$ cat src/hdl/fault_resp_pkg.sv
// constants and types for the per-channel fault response block
//
// Function
// - response 00 on ov or vin: force top gate high
// - response 01: run delay, then retry action
// - response 10: shut down now, then retry action
// - response 11 write flags logic fault
// - bad response byte write is discarded
// - any fault sets status, alert unless masked
// - status clears on clear, off-on, power
// - retry 000: stay off until cleared
// - retry 111: retry forever at interval
// - retry interval 120 ms to 83.88 s
// - delay field counts ten microsecond units
// - undervoltage sets three status bits, alert
// - undervoltage masked until start-up complete
// - undervoltage masked while channel inactive
// - undervoltage masked during rise and fall
package fault_resp_pkg;
	localparam int CHANNELS = 2;
	localparam int RESP_HI = 7;
	localparam int RESP_LO = 6;
	localparam int RETRY_HI = 5;
	localparam int RETRY_LO = 3;
	localparam int DELAY_HI = 2;
	localparam int DELAY_LO = 0;
	localparam logic [7:0] OV_RESP_RESET = 8'h00;
	localparam logic [7:0] UV_RESP_RESET = 8'hB8;
	localparam logic [1:0] RESP_IGNORE = 2'h0;
	localparam logic [1:0] RESP_DEGLITCH = 2'h1;
	localparam logic [1:0] RESP_SHUTDOWN = 2'h2;
	localparam logic [1:0] RESP_BAD = 2'h3;
	localparam logic [2:0] RETRY_NONE = 3'h0;
	localparam logic [2:0] RETRY_ALWAYS = 3'h7;
	localparam int CLK_HZ = 40000000;
	localparam int DELAY_UNIT_NS = 10000;
	localparam int DELAY_UNIT_CYC = DELAY_UNIT_NS / (1000000000 / CLK_HZ);
	localparam int MS_CYC = CLK_HZ / 1000;
	localparam logic [16:0] RETRY_MIN_MS = 17'h00078;
	localparam logic [16:0] RETRY_MAX_MS = 17'h147A8;
	localparam logic [16:0] RETRY_RESET_MS = 17'h0015E;
	// status bit positions in the per-channel status vector
	localparam int ST_OV = 0;
	localparam int ST_VIN = 1;
	localparam int ST_UV = 2;
	localparam int ST_NONE = 3;
	localparam int ST_VOUT = 4;
	localparam int ST_INPUT = 5;
	localparam int ST_W = 6;
	typedef enum logic [1:0] {RUN_ON, DELAYING, SHUT_OFF, WAIT_RETRY} chan_state_t;
endpackage : fault_resp_pkg

$ cat src/hdl/output_fault_response.sv
// per-channel over/undervoltage fault response with status and alert
`timescale 1ns/1ps
module output_fault_response
	import fault_resp_pkg::*;
#(
	parameter int MS_CYCLES = MS_CYC
) (
	input wire logic CLK_IN,
	input wire logic NRST_IN,
	input wire logic [CHANNELS-1:0] WR_SEL_IN,
	input wire logic [1:0] WR_REG_IN,
	input wire logic WR_STB_IN,
	input wire logic [16:0] WR_DATA_IN,
	input wire logic CLEAR_FAULTS_IN,
	input wire logic [CHANNELS-1:0] CHAN_ON_IN,
	input wire logic [CHANNELS-1:0] OV_IN,
	input wire logic [CHANNELS-1:0] VIN_OV_IN,
	input wire logic [CHANNELS-1:0] UV_IN,
	input wire logic [CHANNELS-1:0] TON_MAX_DONE_IN,
	input wire logic [CHANNELS-1:0] TON_DELAY_DONE_IN,
	input wire logic [CHANNELS-1:0] TON_RISE_DONE_IN,
	input wire logic [CHANNELS-1:0] UV_LIMIT_REACHED_IN,
	input wire logic [CHANNELS-1:0] TOFF_FALL_IN,
	input wire logic [ST_W-1:0] ALERT_MASK_IN,
	output logic [CHANNELS-1:0] TOP_GATE_DRIVE_OUT,
	output logic [CHANNELS-1:0] OUTPUT_EN_OUT,
	output logic [CHANNELS*ST_W-1:0] STATUS_OUT,
	output logic ALERT_N_OUT,
	output logic CML_FAULT_OUT
);
	// register select codes on WR_REG_IN
	localparam logic [1:0] SEL_OV = 2'h0;
	localparam logic [1:0] SEL_VIN = 2'h1;
	localparam logic [1:0] SEL_UV = 2'h2;
	localparam logic [1:0] SEL_RETRY = 2'h3;

	typedef struct packed {
		logic [CHANNELS-1:0][7:0] ov_resp;
		logic [CHANNELS-1:0][7:0] vin_resp;
		logic [CHANNELS-1:0][7:0] uv_resp;
		logic [CHANNELS-1:0][16:0] retry_ms;
		chan_state_t [CHANNELS-1:0] state;
		logic [CHANNELS-1:0][31:0] count;
		logic [CHANNELS-1:0][16:0] ms_left;
		logic [CHANNELS-1:0] force_tg;
		logic [CHANNELS-1:0] prev_on;
		logic [CHANNELS-1:0][ST_W-1:0] status;
		logic [CHANNELS-1:0][2:0] sync_a;
		logic [CHANNELS-1:0][2:0] sync_b;
		logic [CHANNELS-1:0] on_a;
		logic [CHANNELS-1:0] on_b;
		logic [CHANNELS-1:0] en;
		logic alert_n;
		logic cml;
	} state_t;

	state_t s_reg;
	state_t s_next;

	////////////////////////////////////////////////////////////////////////
	// next-state logic for all channels
	always_comb begin
		logic [7:0] resp;
		logic [2:0] flt;
		logic fault_now;
		logic uv_live;
		logic any_alert;
		logic ov_known;
		resp = 8'h00;
		flt = 3'h0;
		fault_now = 1'b0;
		uv_live = 1'b0;
		any_alert = 1'b0;
		// output ov accepts only its listed codes: 00, 80, B8, 40-47, 78-7F
		ov_known = (WR_DATA_IN[7:0] == 8'h00) || (WR_DATA_IN[7:0] == 8'h80)
			|| (WR_DATA_IN[7:0] == 8'hB8) || (WR_DATA_IN[7:3] == 5'h08)
			|| (WR_DATA_IN[7:3] == 5'h0F);
		s_next = s_reg;
		s_next.cml = 1'b0;
		// comparator pins and the channel-on pin come from the analog side: two stages first
		for (int c = 0; c < CHANNELS; c++) begin
			s_next.sync_a[c] = {UV_IN[c], VIN_OV_IN[c], OV_IN[c]};
			s_next.sync_b[c] = s_reg.sync_a[c];
			s_next.on_a[c] = CHAN_ON_IN[c];
			s_next.on_b[c] = s_reg.on_a[c];
		end
		if (WR_STB_IN) begin
			for (int c = 0; c < CHANNELS; c++) begin
				if (WR_SEL_IN[c]) begin
					if (WR_REG_IN == SEL_RETRY) begin
						if (WR_DATA_IN >= RETRY_MIN_MS && WR_DATA_IN <= RETRY_MAX_MS)
							s_next.retry_ms[c] = WR_DATA_IN;
						else
							s_next.cml = 1'b1;
					end else if (WR_DATA_IN[RESP_HI:RESP_LO] == RESP_BAD) begin
						s_next.cml = 1'b1;
					end else if (WR_REG_IN == SEL_OV && !ov_known) begin
						s_next.cml = 1'b1;
					end else if (WR_REG_IN == SEL_OV) begin
						s_next.ov_resp[c] = WR_DATA_IN[7:0];
					end else if (WR_REG_IN == SEL_VIN) begin
						s_next.vin_resp[c] = WR_DATA_IN[7:0];
					end else begin
						s_next.uv_resp[c] = WR_DATA_IN[7:0];
					end
				end
			end
		end
		for (int c = 0; c < CHANNELS; c++) begin
			flt = s_reg.sync_b[c];
			uv_live = s_reg.on_b[c] && (s_reg.state[c] == RUN_ON) && TON_MAX_DONE_IN[c]
				&& TON_DELAY_DONE_IN[c] && TON_RISE_DONE_IN[c]
				&& UV_LIMIT_REACHED_IN[c] && !TOFF_FALL_IN[c];
			flt[2] = flt[2] & uv_live;
			s_next.prev_on[c] = s_reg.on_b[c];
			if (CLEAR_FAULTS_IN || (s_reg.on_b[c] && !s_reg.prev_on[c]))
				s_next.status[c] = '0;
			// status bits, set wins over clear
			if (flt[0]) begin
				s_next.status[c][ST_OV] = 1'b1;
				s_next.status[c][ST_VOUT] = 1'b1;
			end
			if (flt[1]) begin
				s_next.status[c][ST_VIN] = 1'b1;
				s_next.status[c][ST_NONE] = 1'b1;
				s_next.status[c][ST_INPUT] = 1'b1;
			end
			if (flt[2]) begin
				s_next.status[c][ST_UV] = 1'b1;
				s_next.status[c][ST_NONE] = 1'b1;
				s_next.status[c][ST_VOUT] = 1'b1;
			end
			// response of the first live fault not set to 00, in order ov, vin, then uv
			if (flt[0] && s_reg.ov_resp[c][RESP_HI:RESP_LO] != RESP_IGNORE)
				resp = s_reg.ov_resp[c];
			else if (flt[1] && s_reg.vin_resp[c][RESP_HI:RESP_LO] != RESP_IGNORE)
				resp = s_reg.vin_resp[c];
			else if (flt[2])
				resp = s_reg.uv_resp[c];
			else
				resp = 8'h00;
			fault_now = |flt;
			// force top gate for ov or vin with response 00
			s_next.force_tg[c] = s_reg.force_tg[c] && s_reg.on_b[c];
			if ((flt[0] && s_reg.ov_resp[c][RESP_HI:RESP_LO] == RESP_IGNORE)
				|| (flt[1] && s_reg.vin_resp[c][RESP_HI:RESP_LO] == RESP_IGNORE))
				s_next.force_tg[c] = 1'b1;
			if (!s_reg.on_b[c]) begin
				// commanded off ends any retry or latch-off
				s_next.state[c] = RUN_ON;
				s_next.count[c] = '0;
			end else begin
				case (s_reg.state[c])
					RUN_ON: begin
						// deglitch delay in 10 us units
						if (fault_now && resp[RESP_HI:RESP_LO] == RESP_DEGLITCH) begin
							s_next.state[c] = DELAYING;
							s_next.count[c] = 32'(resp[DELAY_HI:DELAY_LO]) * DELAY_UNIT_CYC;
						end else if (fault_now && resp[RESP_HI:RESP_LO] == RESP_SHUTDOWN) begin
							s_next.state[c] = (resp[RETRY_HI:RETRY_LO] == RETRY_ALWAYS)
								? WAIT_RETRY : SHUT_OFF;
							s_next.count[c] = 32'(MS_CYCLES);
							s_next.ms_left[c] = s_reg.retry_ms[c];
						end
					end
					DELAYING: begin
						if (!fault_now) begin
							s_next.state[c] = RUN_ON;
						end else if (s_reg.count[c] == 32'h0) begin
							s_next.state[c] = (resp[RETRY_HI:RETRY_LO] == RETRY_ALWAYS)
								? WAIT_RETRY : SHUT_OFF;
							s_next.count[c] = 32'(MS_CYCLES);
							s_next.ms_left[c] = s_reg.retry_ms[c];
						end else begin
							s_next.count[c] = s_reg.count[c] - 32'h1;
						end
					end
					// latched off until cleared or commanded off
					SHUT_OFF: begin
						if (CLEAR_FAULTS_IN)
							s_next.state[c] = RUN_ON;
					end
					WAIT_RETRY: begin
						if (fault_now && resp[RETRY_HI:RETRY_LO] == RETRY_NONE
							&& resp[RESP_HI:RESP_LO] == RESP_SHUTDOWN) begin
							s_next.state[c] = SHUT_OFF;
						end else if (s_reg.count[c] > 32'h1) begin
							s_next.count[c] = s_reg.count[c] - 32'h1;
						end else if (s_reg.ms_left[c] > 17'h00001) begin
							s_next.ms_left[c] = s_reg.ms_left[c] - 17'h00001;
							s_next.count[c] = 32'(MS_CYCLES);
						end else begin
							s_next.state[c] = RUN_ON;
						end
					end
					default: s_next.state[c] = RUN_ON;
				endcase
			end
			// enable is registered so the pin never sees a decode glitch
			s_next.en[c] = s_next.state[c] != SHUT_OFF && s_next.state[c] != WAIT_RETRY;
			if (|(s_next.status[c] & ~ALERT_MASK_IN))
				any_alert = 1'b1;
		end
		// alert pulled low while any unmasked bit is set
		s_next.alert_n = !any_alert;
	end

	////////////////////////////////////////////////////////////////////////
	// state register
	always_ff @(posedge CLK_IN or negedge NRST_IN) begin
		if (!NRST_IN) begin
			s_reg <= '0;
			for (int c = 0; c < CHANNELS; c++) begin
				s_reg.ov_resp[c] <= OV_RESP_RESET;
				s_reg.vin_resp[c] <= OV_RESP_RESET;
				s_reg.uv_resp[c] <= UV_RESP_RESET;
				s_reg.retry_ms[c] <= RETRY_RESET_MS;
			end
			s_reg.alert_n <= 1'b1;
			s_reg.en <= '1;
		end else begin
			s_reg <= s_next;
		end
	end

	////////////////////////////////////////////////////////////////////////
	// outputs straight from flip-flops
	always_comb begin
		for (int c = 0; c < CHANNELS; c++) begin
			TOP_GATE_DRIVE_OUT[c] = s_reg.force_tg[c];
			OUTPUT_EN_OUT[c] = s_reg.en[c];
			STATUS_OUT[c*ST_W +: ST_W] = s_reg.status[c];
		end
		ALERT_N_OUT = s_reg.alert_n;
		CML_FAULT_OUT = s_reg.cml;
	end

	////////////////////////////////////////////////////////////////////////
	// checks
	// bad write flagged
	bad_write_a: assert property (@(posedge CLK_IN) disable iff (!NRST_IN)
		WR_STB_IN && |WR_SEL_IN && WR_REG_IN != SEL_RETRY && WR_DATA_IN[7:6] == RESP_BAD
		|=> CML_FAULT_OUT) else $error("bad response write not flagged");
	keep_setting_a: assert property (@(posedge CLK_IN) disable iff (!NRST_IN)
		WR_STB_IN && WR_SEL_IN[0] && WR_REG_IN == SEL_OV && WR_DATA_IN[7:6] == RESP_BAD
		|=> s_reg.ov_resp[0] == $past(s_reg.ov_resp[0]))
		else $error("bad response byte was stored");
	shut_now_a: assert property (@(posedge CLK_IN) disable iff (!NRST_IN)
		s_reg.on_b[0] && s_reg.state[0] == RUN_ON && s_reg.sync_b[0][0]
		&& s_reg.ov_resp[0][7:6] == RESP_SHUTDOWN |=> !OUTPUT_EN_OUT[0])
		else $error("output not disabled on shutdown response");
	gate_force_a: assert property (@(posedge CLK_IN) disable iff (!NRST_IN)
		s_reg.sync_b[0][0] && s_reg.ov_resp[0][7:6] == RESP_IGNORE |=> TOP_GATE_DRIVE_OUT[0])
		else $error("top gate not forced high");
	ov_status_a: assert property (@(posedge CLK_IN) disable iff (!NRST_IN)
		s_reg.sync_b[0][0] && !ALERT_MASK_IN[ST_OV]
		|=> STATUS_OUT[ST_OV] && STATUS_OUT[ST_VOUT] && !ALERT_N_OUT)
		else $error("ov status or alert missing");
	uv_masked_a: assert property (@(posedge CLK_IN) disable iff (!NRST_IN)
		!s_reg.on_b[0] && !CLEAR_FAULTS_IN && !STATUS_OUT[ST_UV] |=> !STATUS_OUT[ST_UV])
		else $error("uv set while channel inactive");
	latch_off_a: assert property (@(posedge CLK_IN) disable iff (!NRST_IN)
		s_reg.state[0] == SHUT_OFF && s_reg.on_b[0] && !CLEAR_FAULTS_IN
		|=> !OUTPUT_EN_OUT[0]) else $error("latched-off channel restarted");
	clear_a: assert property (@(posedge CLK_IN) disable iff (!NRST_IN)
		CLEAR_FAULTS_IN && s_reg.sync_b[0] == 3'h0 |=> STATUS_OUT[ST_W-1:0] == '0)
		else $error("status not cleared");
	ov_code_kept_a: assert property (@(posedge CLK_IN) disable iff (!NRST_IN)
		s_reg.ov_resp[0] == 8'h00 || s_reg.ov_resp[0] == 8'h80 || s_reg.ov_resp[0] == 8'hB8
		|| s_reg.ov_resp[0][7:3] == 5'h08 || s_reg.ov_resp[0][7:3] == 5'h0F)
		else $error("unlisted ov response code stored");
endmodule : output_fault_response

$ cat config.mk
export PLATFORM = sky130hd
export DESIGN_NAME = output_fault_response
export DESIGN_NICKNAME = d
export VERILOG_FILES = /design/src/hdl/fault_resp_pkg.sv /design/src/hdl/output_fault_response.sv
export SDC_FILE = /design/constraint.sdc
export NUM_CORES = 1
export LEC_CHECK = 0
export BUFFER_PORTS_ARGS = -buffer_cell sky130_fd_sc_hd__buf_2
export CAP_MARGIN = 20
export CORE_MARGIN = 3
export CORE_UTILIZATION = 60
export CTS_CLUSTER_SIZE = 30
export DETAILED_ROUTE_END_ITERATION = 12
export GPL_ROUTABILITY_DRIVEN = 0
export GPL_TIMING_DRIVEN = 0
export PLACE_DENSITY_LB_ADDON = 0.15
export SETUP_SLACK_MARGIN = 0.2
export SLEW_MARGIN = 20
export SYNTH_ARGS = -nofsm -noshare
export SYNTH_HDL_FRONTEND = slang
export SYNTH_SLANG_ARGS = --single-unit
$ cat constraint.sdc
create_clock -name CLK_IN -period 6.8 [get_ports CLK_IN]
set_input_delay 1.02 -clock CLK_IN [delete_from_list [all_inputs] [get_ports CLK_IN]]
set_output_delay 1.02 -clock CLK_IN [all_outputs]
set_load 0.01 [all_outputs]
After elaboration in Yosys (flattened, before gate mapping)
Index checks and enable logic that the tools add are counted.

operators by class
  add/sub/neg operators = 4
  $mul = 2
  divide/modulo/power cells = 0
  $lt $le $gt $ge = 6
  equality and inequality tests = 47
  shifts and indexed selects = 0
  multiplexer cells = 91
  bitwise gates (word level) = 10
  reductions and logical operators = 84

operator list
  operator                 count
  $mux W32                 16
  $mux W17                 14
  $pmux W32 S3             2
  $pmux W17 S3             2
  $gt A32 B1 Y1 const B    2
  $logic_not A32 Y1        2
  $sub A32 B1 Y32 const B  2
  $mux W8                  6
  $logic_and A1 B1 Y1      36
  $mux W2                  18
  $gt A17 B1 Y1 const B    2
  $sub A17 B1 Y17 const B  2
  $ne A2 B2 Y1 const B     16
  $reduce_and A7 Y1        4
  $mux W1                  27
  $reduce_and A9 Y1        2
  $ge A17 B7 Y1 const B    1
  $le A17 B17 Y1 const B   1
  $eq A2 B2 Y1 const B     8
  $eq A8 B8 Y1 const B     2
  $mul A3 B5 Y8 const B    2
  $pmux W2 S4              2
  $logic_not A2 Y1         7
  $and A6 B6 Y6            2
  other kinds (24)         66

word-level totals
  bits in registers = 220
  bits in latches = 0
  RAM bits = 0
  memory bits (read-only) = 0
  bits of input ports = 49
  memories kept = 0

Depth between registers and ports, before layout
Gate-level depths: netlist (run 1).

  depth in word-level cells = 19
  gate-level depth with buffers = 12

Worst setup path after synthesis (run 1)
OpenSTA, ideal clock, no wires.

  path kind = input to register
  start = input port WR_DATA_IN[1]
  end = register s_reg[147] in the netlist's numbering
  setup time = 125 ps
  data arrival time = 3433 ps
  required time = 6675 ps
  path slack = 3243 ps
  cell stages on the path = 9
  buffers on the path = 2
  path through = clkbuf_1 > or4b_2 > a21o_1 > a21oi_1 > o21a_1 > o2111ai_1 > nor2_1 > buf_2 > mux2_2

on the way
  word-level cells in the longest chain between the ends = 3
  elaborated cells between the ends (all ways) = 4
  classes of those cells = 2 x order compare; 2 x reduce/logical

ends and longest elaborated chain
  element                                          RTL line                      text
  start, declared                                  output_fault_response.sv:13   input wire logic [16:0] WR_DATA_IN,
  $ge A17 B7 Y1 or $le A17 B17 Y1 (tied branches)  output_fault_response.sv:91   if (WR_DATA_IN >= RETRY_MIN_MS && WR_DATA_IN <= RETRY_MAX_MS)
  $logic_and A1 B1 Y1 *                            output_fault_response.sv:91
  $reduce_and A4 Y1 (no source line) *             n/a
  end signal, assigned                             output_fault_response.sv:222  s_reg <= s_next;
  end, declared                                    output_fault_response.sv:57   state_t s_reg;

Mark *: on every way between the ends. The rest lies on a longest branch, timed or not.
A chain may end at the register's enable or synchronous reset.

Worst setup path in the final report (run 1)
  start = input port TOFF_FALL_IN[0]
  end = register s_reg[80] in the netlist's numbering

on the way
  word-level cells in the longest chain between the ends = 11
  elaborated cells between the ends (all ways) = 22
  classes of those cells = 1 x mul; 5 x eq/ne; 6 x mux; 1 x bitwise; 9 x reduce/logical

ends and longest elaborated chain
  element                                                RTL line                      text
  start, declared                                        output_fault_response.sv:23   input wire logic [CHANNELS-1:0] TOFF_FALL_IN,
  $logic_not A1 Y1 *                                     output_fault_response.sv:113  && UV_LIMIT_REACHED_IN[c] && !TOFF_FALL_IN[c];
  $logic_and A1 B1 Y1 *                                  output_fault_response.sv:113
  $and A1 B1 Y1 *                                        output_fault_response.sv:114  flt[2] = flt[2] & uv_live;
  branches (longest 8 deep; another with $mul A3 B5 Y8)  n/a

Every way passes the cells marked *.

==> summary.txt, run 1 <==
Clock network
  • Clk_lat worst skew: 0.53 ns
  • Root buf cell: clkbuf_16
  • TritonCTS clock tree: yes
  • CTS HTree Levels: 1
  • Bufs on Longest Clock Path: 3
  • Sink Count: 220
  • CTS Buf Count: 24
  • Clk slew on worst S/H paths: 0.06 ns
  • CTS Hold Bufs: 0
  • Post-CTS Setup Inserts: 0
  • Post_cts resized: 0

GRT
  • Global route hottest layer: met2
  • GRT met3 Usage: 0.0384
  • M2 GR Usage: 0.448
  • Global-route met1 utilization: 0.447
  • Initial antenna violation count: 0
  • GRT Total Usage: 0.296
  • First-pass GRT wire length: 53.8 mm
  • Gr ovfl total: 0
  • Pin count of the biggest net entering global routing: 97
  • Vias in the first global route: 10,400

Route
  • Final WL: 33.0 mm
  • DRC Markers: 0
  • Remaining antenna violation count: 0
  • Vias per cell: 6.70
  • Drt wl/cell: 20.0 um
  • Vias: 11,100
  • Pre-Repair DR Iteration Count: 5
  • DRT iter0 DRCs: 1,194

Setup path
  • CP Data Arrival Time: 4.27 ns
  • FF-to-FF Start: s_reg[9]
  • Critical Path Start Type: primary input
  • CP max stage delay: 0.87 ns
  • Max FO, Critical Path: 5
  • Worst R2R Path Depth: 12
  • Critical Path RT: 7.25 ns
  • CP max-delay cell: nor4_1
  • RR Endpoint: s_reg[80]
  • Crit path from: TOFF_FALL_IN[0]
  • Buf/Inv on CP: 2
  • R2R setup slack: 3.06 ns
  • Crit. End Element: register
  • CP delay by family, top: simple AND/OR/NAND/NOR gates
  • Critical path class: in2reg
  • Crit-path cells: buf_2 > nand4b_1 > nor4_1 > a22oi_1 > a21oi_1 > ha_1 > inv_1 > ha_1 > xnor2_1 > nand2_1 > or4b_1 > a21oi_1

Logic synthesis
  • Post-synth EDFFs: 0
  • Syn Inst Count: 1,283
  • Yosys warnings: 0
  • Seq cells post-synth: 220
  • Ys flop type: dfrtp_1
  • Seq/Total Area, Yosys: 0.453
  • Post-Syn Nets: 1,348
  • Synthesized cell area: 12,200 um^2
  • Unique masters post-synth: 85
  • Syn_area_per_cell: 9.52 um^2
  • Synth async-reset ratio: 1.00

Power
  • Pwr Total: 0.00600 W
  • P_leak: 5.82 nW
  • Max VDD drop: 0.000239 V
  • PD cells: 436 nW/um^2

Die
  • Core area: 19,700 um^2
  • Initial core utilization: 0.620
  • Row count: 51
  • Die width: 149 um
  • Die H: 149 um
  • IO Pins: 67
  • Die area: 22,100 um^2

Layout
  • ANT cells: 0
  • Layout cell share with drive strength beyond 1: 0.196
  • Max reg flops: 192
  • Nets: 1,436
  • Area of the multi-input gates: 6090 um^2
  • Storage element area: 5530 um^2
  • Filler cell count: 1,530
  • Post-layout instance area: 13,800 um^2
  • Area delta synth->final: 12.6%

Timing
  • Hold_ws: 0.349 ns
  • Setup TNS: 0 ns
  • Final Cycle Share: 0.561
  • RSZ-0062 raised after global routing: false
  • Slew at the pin closest to its max-slew limit: 0.967 ns
  • Min Clock Period, post-route: 3.82 ns
  • Max Slew Vio Count: 0
  • Setup Skew: 0.00705 ns
  • Worst slew margin: 0.349
  • Setup violators final: 0
  • Final hold viol count: 0
  • Worst setup margin: 2.98 ns
  • Fmax: 262 MHz

Flow run
  • MaxCap Viol Count: 0

Worst hold path
  • Worst Hold Launch: s_next[13]
  • Hold Path Class: reg2reg
  • WHS Endpoint: s_reg[13]
  • Hold depth: 0

Run status
  • Status: completed

Place
  • Dpl cell area: 12,900 um^2
  • DP HPWL: 23.0 mm
  • Dpl ws: 2.56 ns
  • Input/output buffers: 60
-- cell usage in the layout (no fill, tap or decap), types with 8 or more instances in the layout --
cell type and count:
nand3_1 38, clkbuf_16 24, a21oi_1 93, inv_1 28
nor3_1 67, o21ai_1 40, dfstp_2 23, or3_1 31
or4_1 12, mux2_2 81, a211oi_1 9, o41ai_1 9
a31oi_1 21, o21a_1 10, o31ai_1 18, nand2_1 89
clkbuf_1 60, dfrtp_1 197, o21ai_0 63, ha_1 16
and3_1 8, nor2_1 108, o211ai_1 14, a41oi_1 11
a21o_1 8, a22oi_1 12, buf_2 75, nand4_1 16
nor4_1 24, buf_4 17
-- logic make-up after synthesis --
family / after synthesis / share of synthesized area
simple gates: 431 / 0.179
compound gates: 404 / 0.222
flops: 220 / 0.453
buf+inv: 123 / 0.0490
mux: 84 / 0.0771
fa+ha+maj: 16 / 0.0164
xor+xnor: 5 / 0.00358
-- worst reg2reg max path, cell delays in order, from the launching register on --
cell,delay (ns)
dfrtp_1,0.36
clkbuf_1,0.22
o21a_1,0.26
nor4_1,0.86
a22oi_1,0.17
a21oi_1,0.49
ha_1,0.33
inv_1,0.06
ha_1,0.16
xnor2_1,0.07
nand2_1,0.10
or4b_1,0.46
a21oi_1,0.14
-- layout make-up --
| type | count | area share |
|---|---|---|
| buffer | 95 | 0.0358 |
| clock buffer | 31 | 0.0470 |
| tap | 265 | 0.0241 |
| multi-input combinational | 940 | 0.442 |
| timing repair buffer | 62 | 0.0266 |
| inverter | 28 | 0.00764 |
| clock inverter | 13 | 0.0140 |
| sequential | 220 | 0.402 |
-- per-layer routing --
metal	routed length, um	share of wire
met1	14500	0.44
met4	981	0.030
met5	0	0
met2	14600	0.44
met3	2910	0.088
-- where the power goes --
group	switching [W]	internal, W
clock network	0.000554	0.000831
logic	0.00169	0.000933
registers	0.000330	0.00166
-- through the flow --
| stage | utilization | instances |
|---|---|---|
| detailed placement | 0.655 | 1610 |
| global placement | 0.652 | 1608 |
| CTS | 0.698 | 1654 |
| global route | 0.698 | 1654 |
| finish | 0.698 | 1654 |
| floorplan | - | 1283 |
-- how the worst max path moves through the flow --
stage,end,slack (ns),cells after the start
2_1_floorplan,s_reg[147],3.24,9
6_report,s_reg[80],2.98,12
4_1_cts,s_reg[80],3.08,12
3_5_place_dp,s_reg[80],2.56,12
3_3_place_gp,s_reg[50],0.98,1
5_1_grt,s_reg[80],2.79,12
-- Yosys cell counts, types with 10 or more instances --
master,n,area share
dfrtp_1,197,0.40
nor2_1,108,0.033
a21oi_1,93,0.038
nand2_1,89,0.027
mux2_2,81,0.075
nor3_1,67,0.027
o21ai_0,63,0.026
clkbuf_1,55,0.017
o21ai_1,40,0.016
nand3_1,38,0.016
or3_1,31,0.016
inv_1,28,0.0086
nor4_1,24,0.012
dfstp_2,23,0.049
a31oi_1,21,0.011
o31ai_1,18,0.011
buf_4,17,0.010
buf_2,16,0.0066
ha_1,16,0.016
nand4_1,16,0.0082
o211ai_1,14,0.0086
a22oi_1,12,0.0074
or4_1,12,0.0074
a41oi_1,11,0.0079
o21a_1,10,0.0061
Note: power is estimated with default switching activity, not from simulation.
==> run 2: changes to the inputs <==
==> constraint.sdc (replaced) <==
create_clock -name CLK_IN -period 3.8 [get_ports CLK_IN]
set_input_delay 0.57 -clock CLK_IN [delete_from_list [all_inputs] [get_ports CLK_IN]]
set_output_delay 0.57 -clock CLK_IN [all_outputs]
set_load 0.01 [all_outputs]
==> run 2 against run 1 <==
Worst setup slack lost 2.5 ns; total power grew 79%; via count grew 0.23%; final cell count is essentially flat; global-route usage is the same; clock skew is essentially flat; die area is the same; sequential power grew 79%; non-clock buffer count grew 1; critical path depth shrank 3; worst hold slack lost 0.20 ns; sequential share of layout area shrank 0.11 points; critical path type is now reg2reg; critical endpoint is now s_reg[114].
==> summary.txt, run 2 (synthesized netlist as in run 1, its figures left out) <==
Run status
  • Status: completed (unchanged)

Timing
  • Setup TNS: 0 ns (unchanged)
  • Slew at the pin closest to its max-slew limit: 0.969 ns (was 0.967 ns)
  • Setup Skew: 0.00682 ns (was 0.00705 ns)
  • RSZ-0062 raised after global routing: false (unchanged)
  • Final hold viol count: 0 (unchanged)
  • Setup violators final: 0 (unchanged)
  • Fmax: 298 MHz
  • Worst slew margin: 0.348 (was 0.349)
  • Worst setup margin: 0.449 ns (was 2.98 ns)
  • Min Clock Period, post-route: 3.35 ns
  • Final Cycle Share: 0.882
  • Max Slew Vio Count: 0 (unchanged)

Power
  • Max VDD drop: 0.000423 V (was 0.000239 V)
  • P_leak: 5.83 nW (was 5.82 nW)
  • Pwr Total: 0.0107 W (was 0.00600 W)
  • PD cells: 779 nW/um^2 (was 436 nW/um^2)

Setup path
  • CP max-delay cell: or4_1 (was nor4_1)
  • Worst R2R Path Depth: 9 (was 12)
  • Crit-path cells: or4_1 > or4_1 > nor4_2 > a21o_1 > o21a_1 > buf_6 > buf_2 > nor2_1 > a211oi_1 (was buf_2 > nand4b_1 > nor4_1 > a22oi_1 > a21oi_1 > ha_1 > inv_1 > ha_1 > xnor2_1 > nand2_1 > or4b_1 > a21oi_1)
  • Crit. End Element: register (unchanged)
  • RR Endpoint: s_reg[114] (was s_reg[80])
  • FF-to-FF Start: s_reg[56] (was s_reg[9])
  • Critical Path RT: 4.21 ns (was 7.25 ns)
  • Critical Path Sink: s_reg[114] (was s_reg[80])
  • CP Data Arrival Time: 3.76 ns (was 4.27 ns)
  • CP max stage delay: 0.60 ns (was 0.87 ns)
  • Critical Path Start Type: register (was primary input)
  • Worst path most repeated cell: or4_1
  • R2R setup slack: 0.45 ns (was 3.06 ns)
  • Critical path class: reg2reg (was in2reg)
  • Crit path from: s_reg[56] (was TOFF_FALL_IN[0])
  • Max FO, Critical Path: 10 (was 5)

GRT
  • Vias in the first global route: 10,400 (unchanged)
  • Pin count of the biggest net entering global routing: 97 (unchanged)
  • First-pass GRT wire length: 53.8 mm (unchanged)
  • M2 GR Usage: 0.448 (unchanged)
  • Global-route met1 utilization: 0.448 (was 0.447)
  • Initial antenna violation count: 0 (unchanged)
  • Global route hottest layer: met2 (unchanged)
  • GRT met3 Usage: 0.0381 (was 0.0384)
  • GRT Total Usage: 0.296 (unchanged)
  • Gr ovfl total: 0 (unchanged)

Route
  • Remaining antenna violation count: 0 (unchanged)
  • Drt wl/cell: 19.9 um (was 20.0 um)
  • Vias: 11,100 (about the same)
  • Vias per cell: 6.71 (was 6.70)
  • DRT iter0 DRCs: 1,164 (was 1,194)
  • Final WL: 33.0 mm (about the same)
  • DRC Markers: 0 (unchanged)
  • Pre-Repair DR Iteration Count: 6 (was 5)

Die
  • Die width: 149 um (unchanged)
  • IO Pins: 67 (unchanged)
  • Core area: 19,700 um^2 (unchanged)
  • Die H: 149 um (unchanged)
  • Row count: 51 (unchanged)
  • Initial core utilization: 0.620 (unchanged)
  • Die area: 22,100 um^2 (unchanged)

Clock network
  • CTS Buf Count: 24 (unchanged)
  • Root buf cell: clkbuf_16 (unchanged)
  • Bufs on Longest Clock Path: 3 (unchanged)
  • TritonCTS clock tree: yes (unchanged)
  • Sink Count: 220 (unchanged)
  • CTS HTree Levels: 1 (unchanged)
  • Clk_lat worst skew: 0.53 ns (about the same)
  • Post-CTS Setup Inserts: 0 (unchanged)
  • Clk slew on worst S/H paths: 0.06 ns (about the same)

Flow run
  • MaxCap Viol Count: 0 (unchanged)

Layout
  • ANT cells: 0 (unchanged)
  • Max reg flops: 192 (unchanged)
  • Area delta synth->final: 12.9% (was 12.6%)
  • Layout cell share with drive strength beyond 1: 0.199 (was 0.196)
  • Nets: 1,437 (was 1,436)
  • Most common cell after layout, fill and taps aside: dfrtp_1 (unchanged)
  • Final core occ: 0.700 (was 0.698)
  • Commonest cells after routing, fill and taps aside: dfrtp_1 (197), nor2_1 (108), a21oi_1 (93) (unchanged)
  • Filler-free cell count of the finished design: 1,655 (was 1,654)

Place
  • DP HPWL: 23.0 mm (unchanged)
  • Input/output buffers: 60 (unchanged)
  • # placed instances: 1,610 (unchanged)
  • Dpl ws: 0.00636 ns (was 2.56 ns)

Worst hold path
  • Hold Path Class: in2reg (was reg2reg)
==> run 2: metal layers <==
| metal | part of all wire | wire [um] | vias to the layer above |
|---|---|---|---|
| li1 | - | - | 5030 |
| met1 | 0.44 | 14400 | 5371 |
| met2 | 0.45 | 14700 | 621 |
| met3 | 0.089 | 2920 | 89 |
| met4 | 0.028 | 928 | 0 |
| met5 | 0 | 0 | - |
==> run 2: power breakdown <==
part / total (W) / internal, W / leakage, nW / switching [W]
combinational: 0.00470 / 0.00167 / 2.67 / 0.00303
clock: 0.00247 / 0.00149 / 0.410 / 0.000984
sequential: 0.00357 / 0.00298 / 2.75 / 0.000591
==> run 2: cell type report <==
class / instances / area (um^2)
inverters: 28 / 105
repair buffers: 63 / 375
plain buffers: 95 / 494
multi-input cells: 940 / 6110
well taps: 265 / 332
flip-flops and latches: 220 / 5530
fillers: 1528 / 5920
clock inverters: 13 / 193
clock buffers: 31 / 647
==> run 2: critical path, delay by kind of cell (launching register included) <==
kind / cells / cell delay (ns)
and+or+nand+nor: 4 / 1.74
AOI/OAI and AO/OA: 3 / 0.68
DFF: 1 / 0.41
buffers and inverters: 2 / 0.39
==> run 2: how the worst min path moves through the flow <==
stage / startpoint / end / slack (ns) / depth (start not counted)
CTS: UV_IN[1] / s_next[13] / 0.13 / 1
global placement: s_next[9] / s_reg[9] / 0.33 / 0
detailed placement: s_next[11] / s_reg[11] / 0.34 / 0
floorplan: NRST_IN / CML_FAULT_OUT / 0.27 / 0
global route: UV_IN[1] / s_next[13] / 0.14 / 1
finish: UV_IN[1] / s_next[13] / 0.15 / 1
==> run 2: timing repair <==
item	4_1_cts	5_1_grt
setup endpoints to repair	1	16
hold buffers	1	0
pin swaps	0	0
resized for setup	1	6
hold endpoints to repair	16	0
==> run 2: through the flow <==
stage | cell area [um^2] | hold slack [ns]
after floorplan | 12200 | 0.274
after global placement | 12800 | 0.332
after detailed placement | 12900 | 0.340
after CTS | 13800 | 0.129
after global routing | 13800 | 0.138
final | 13800 | 0.147
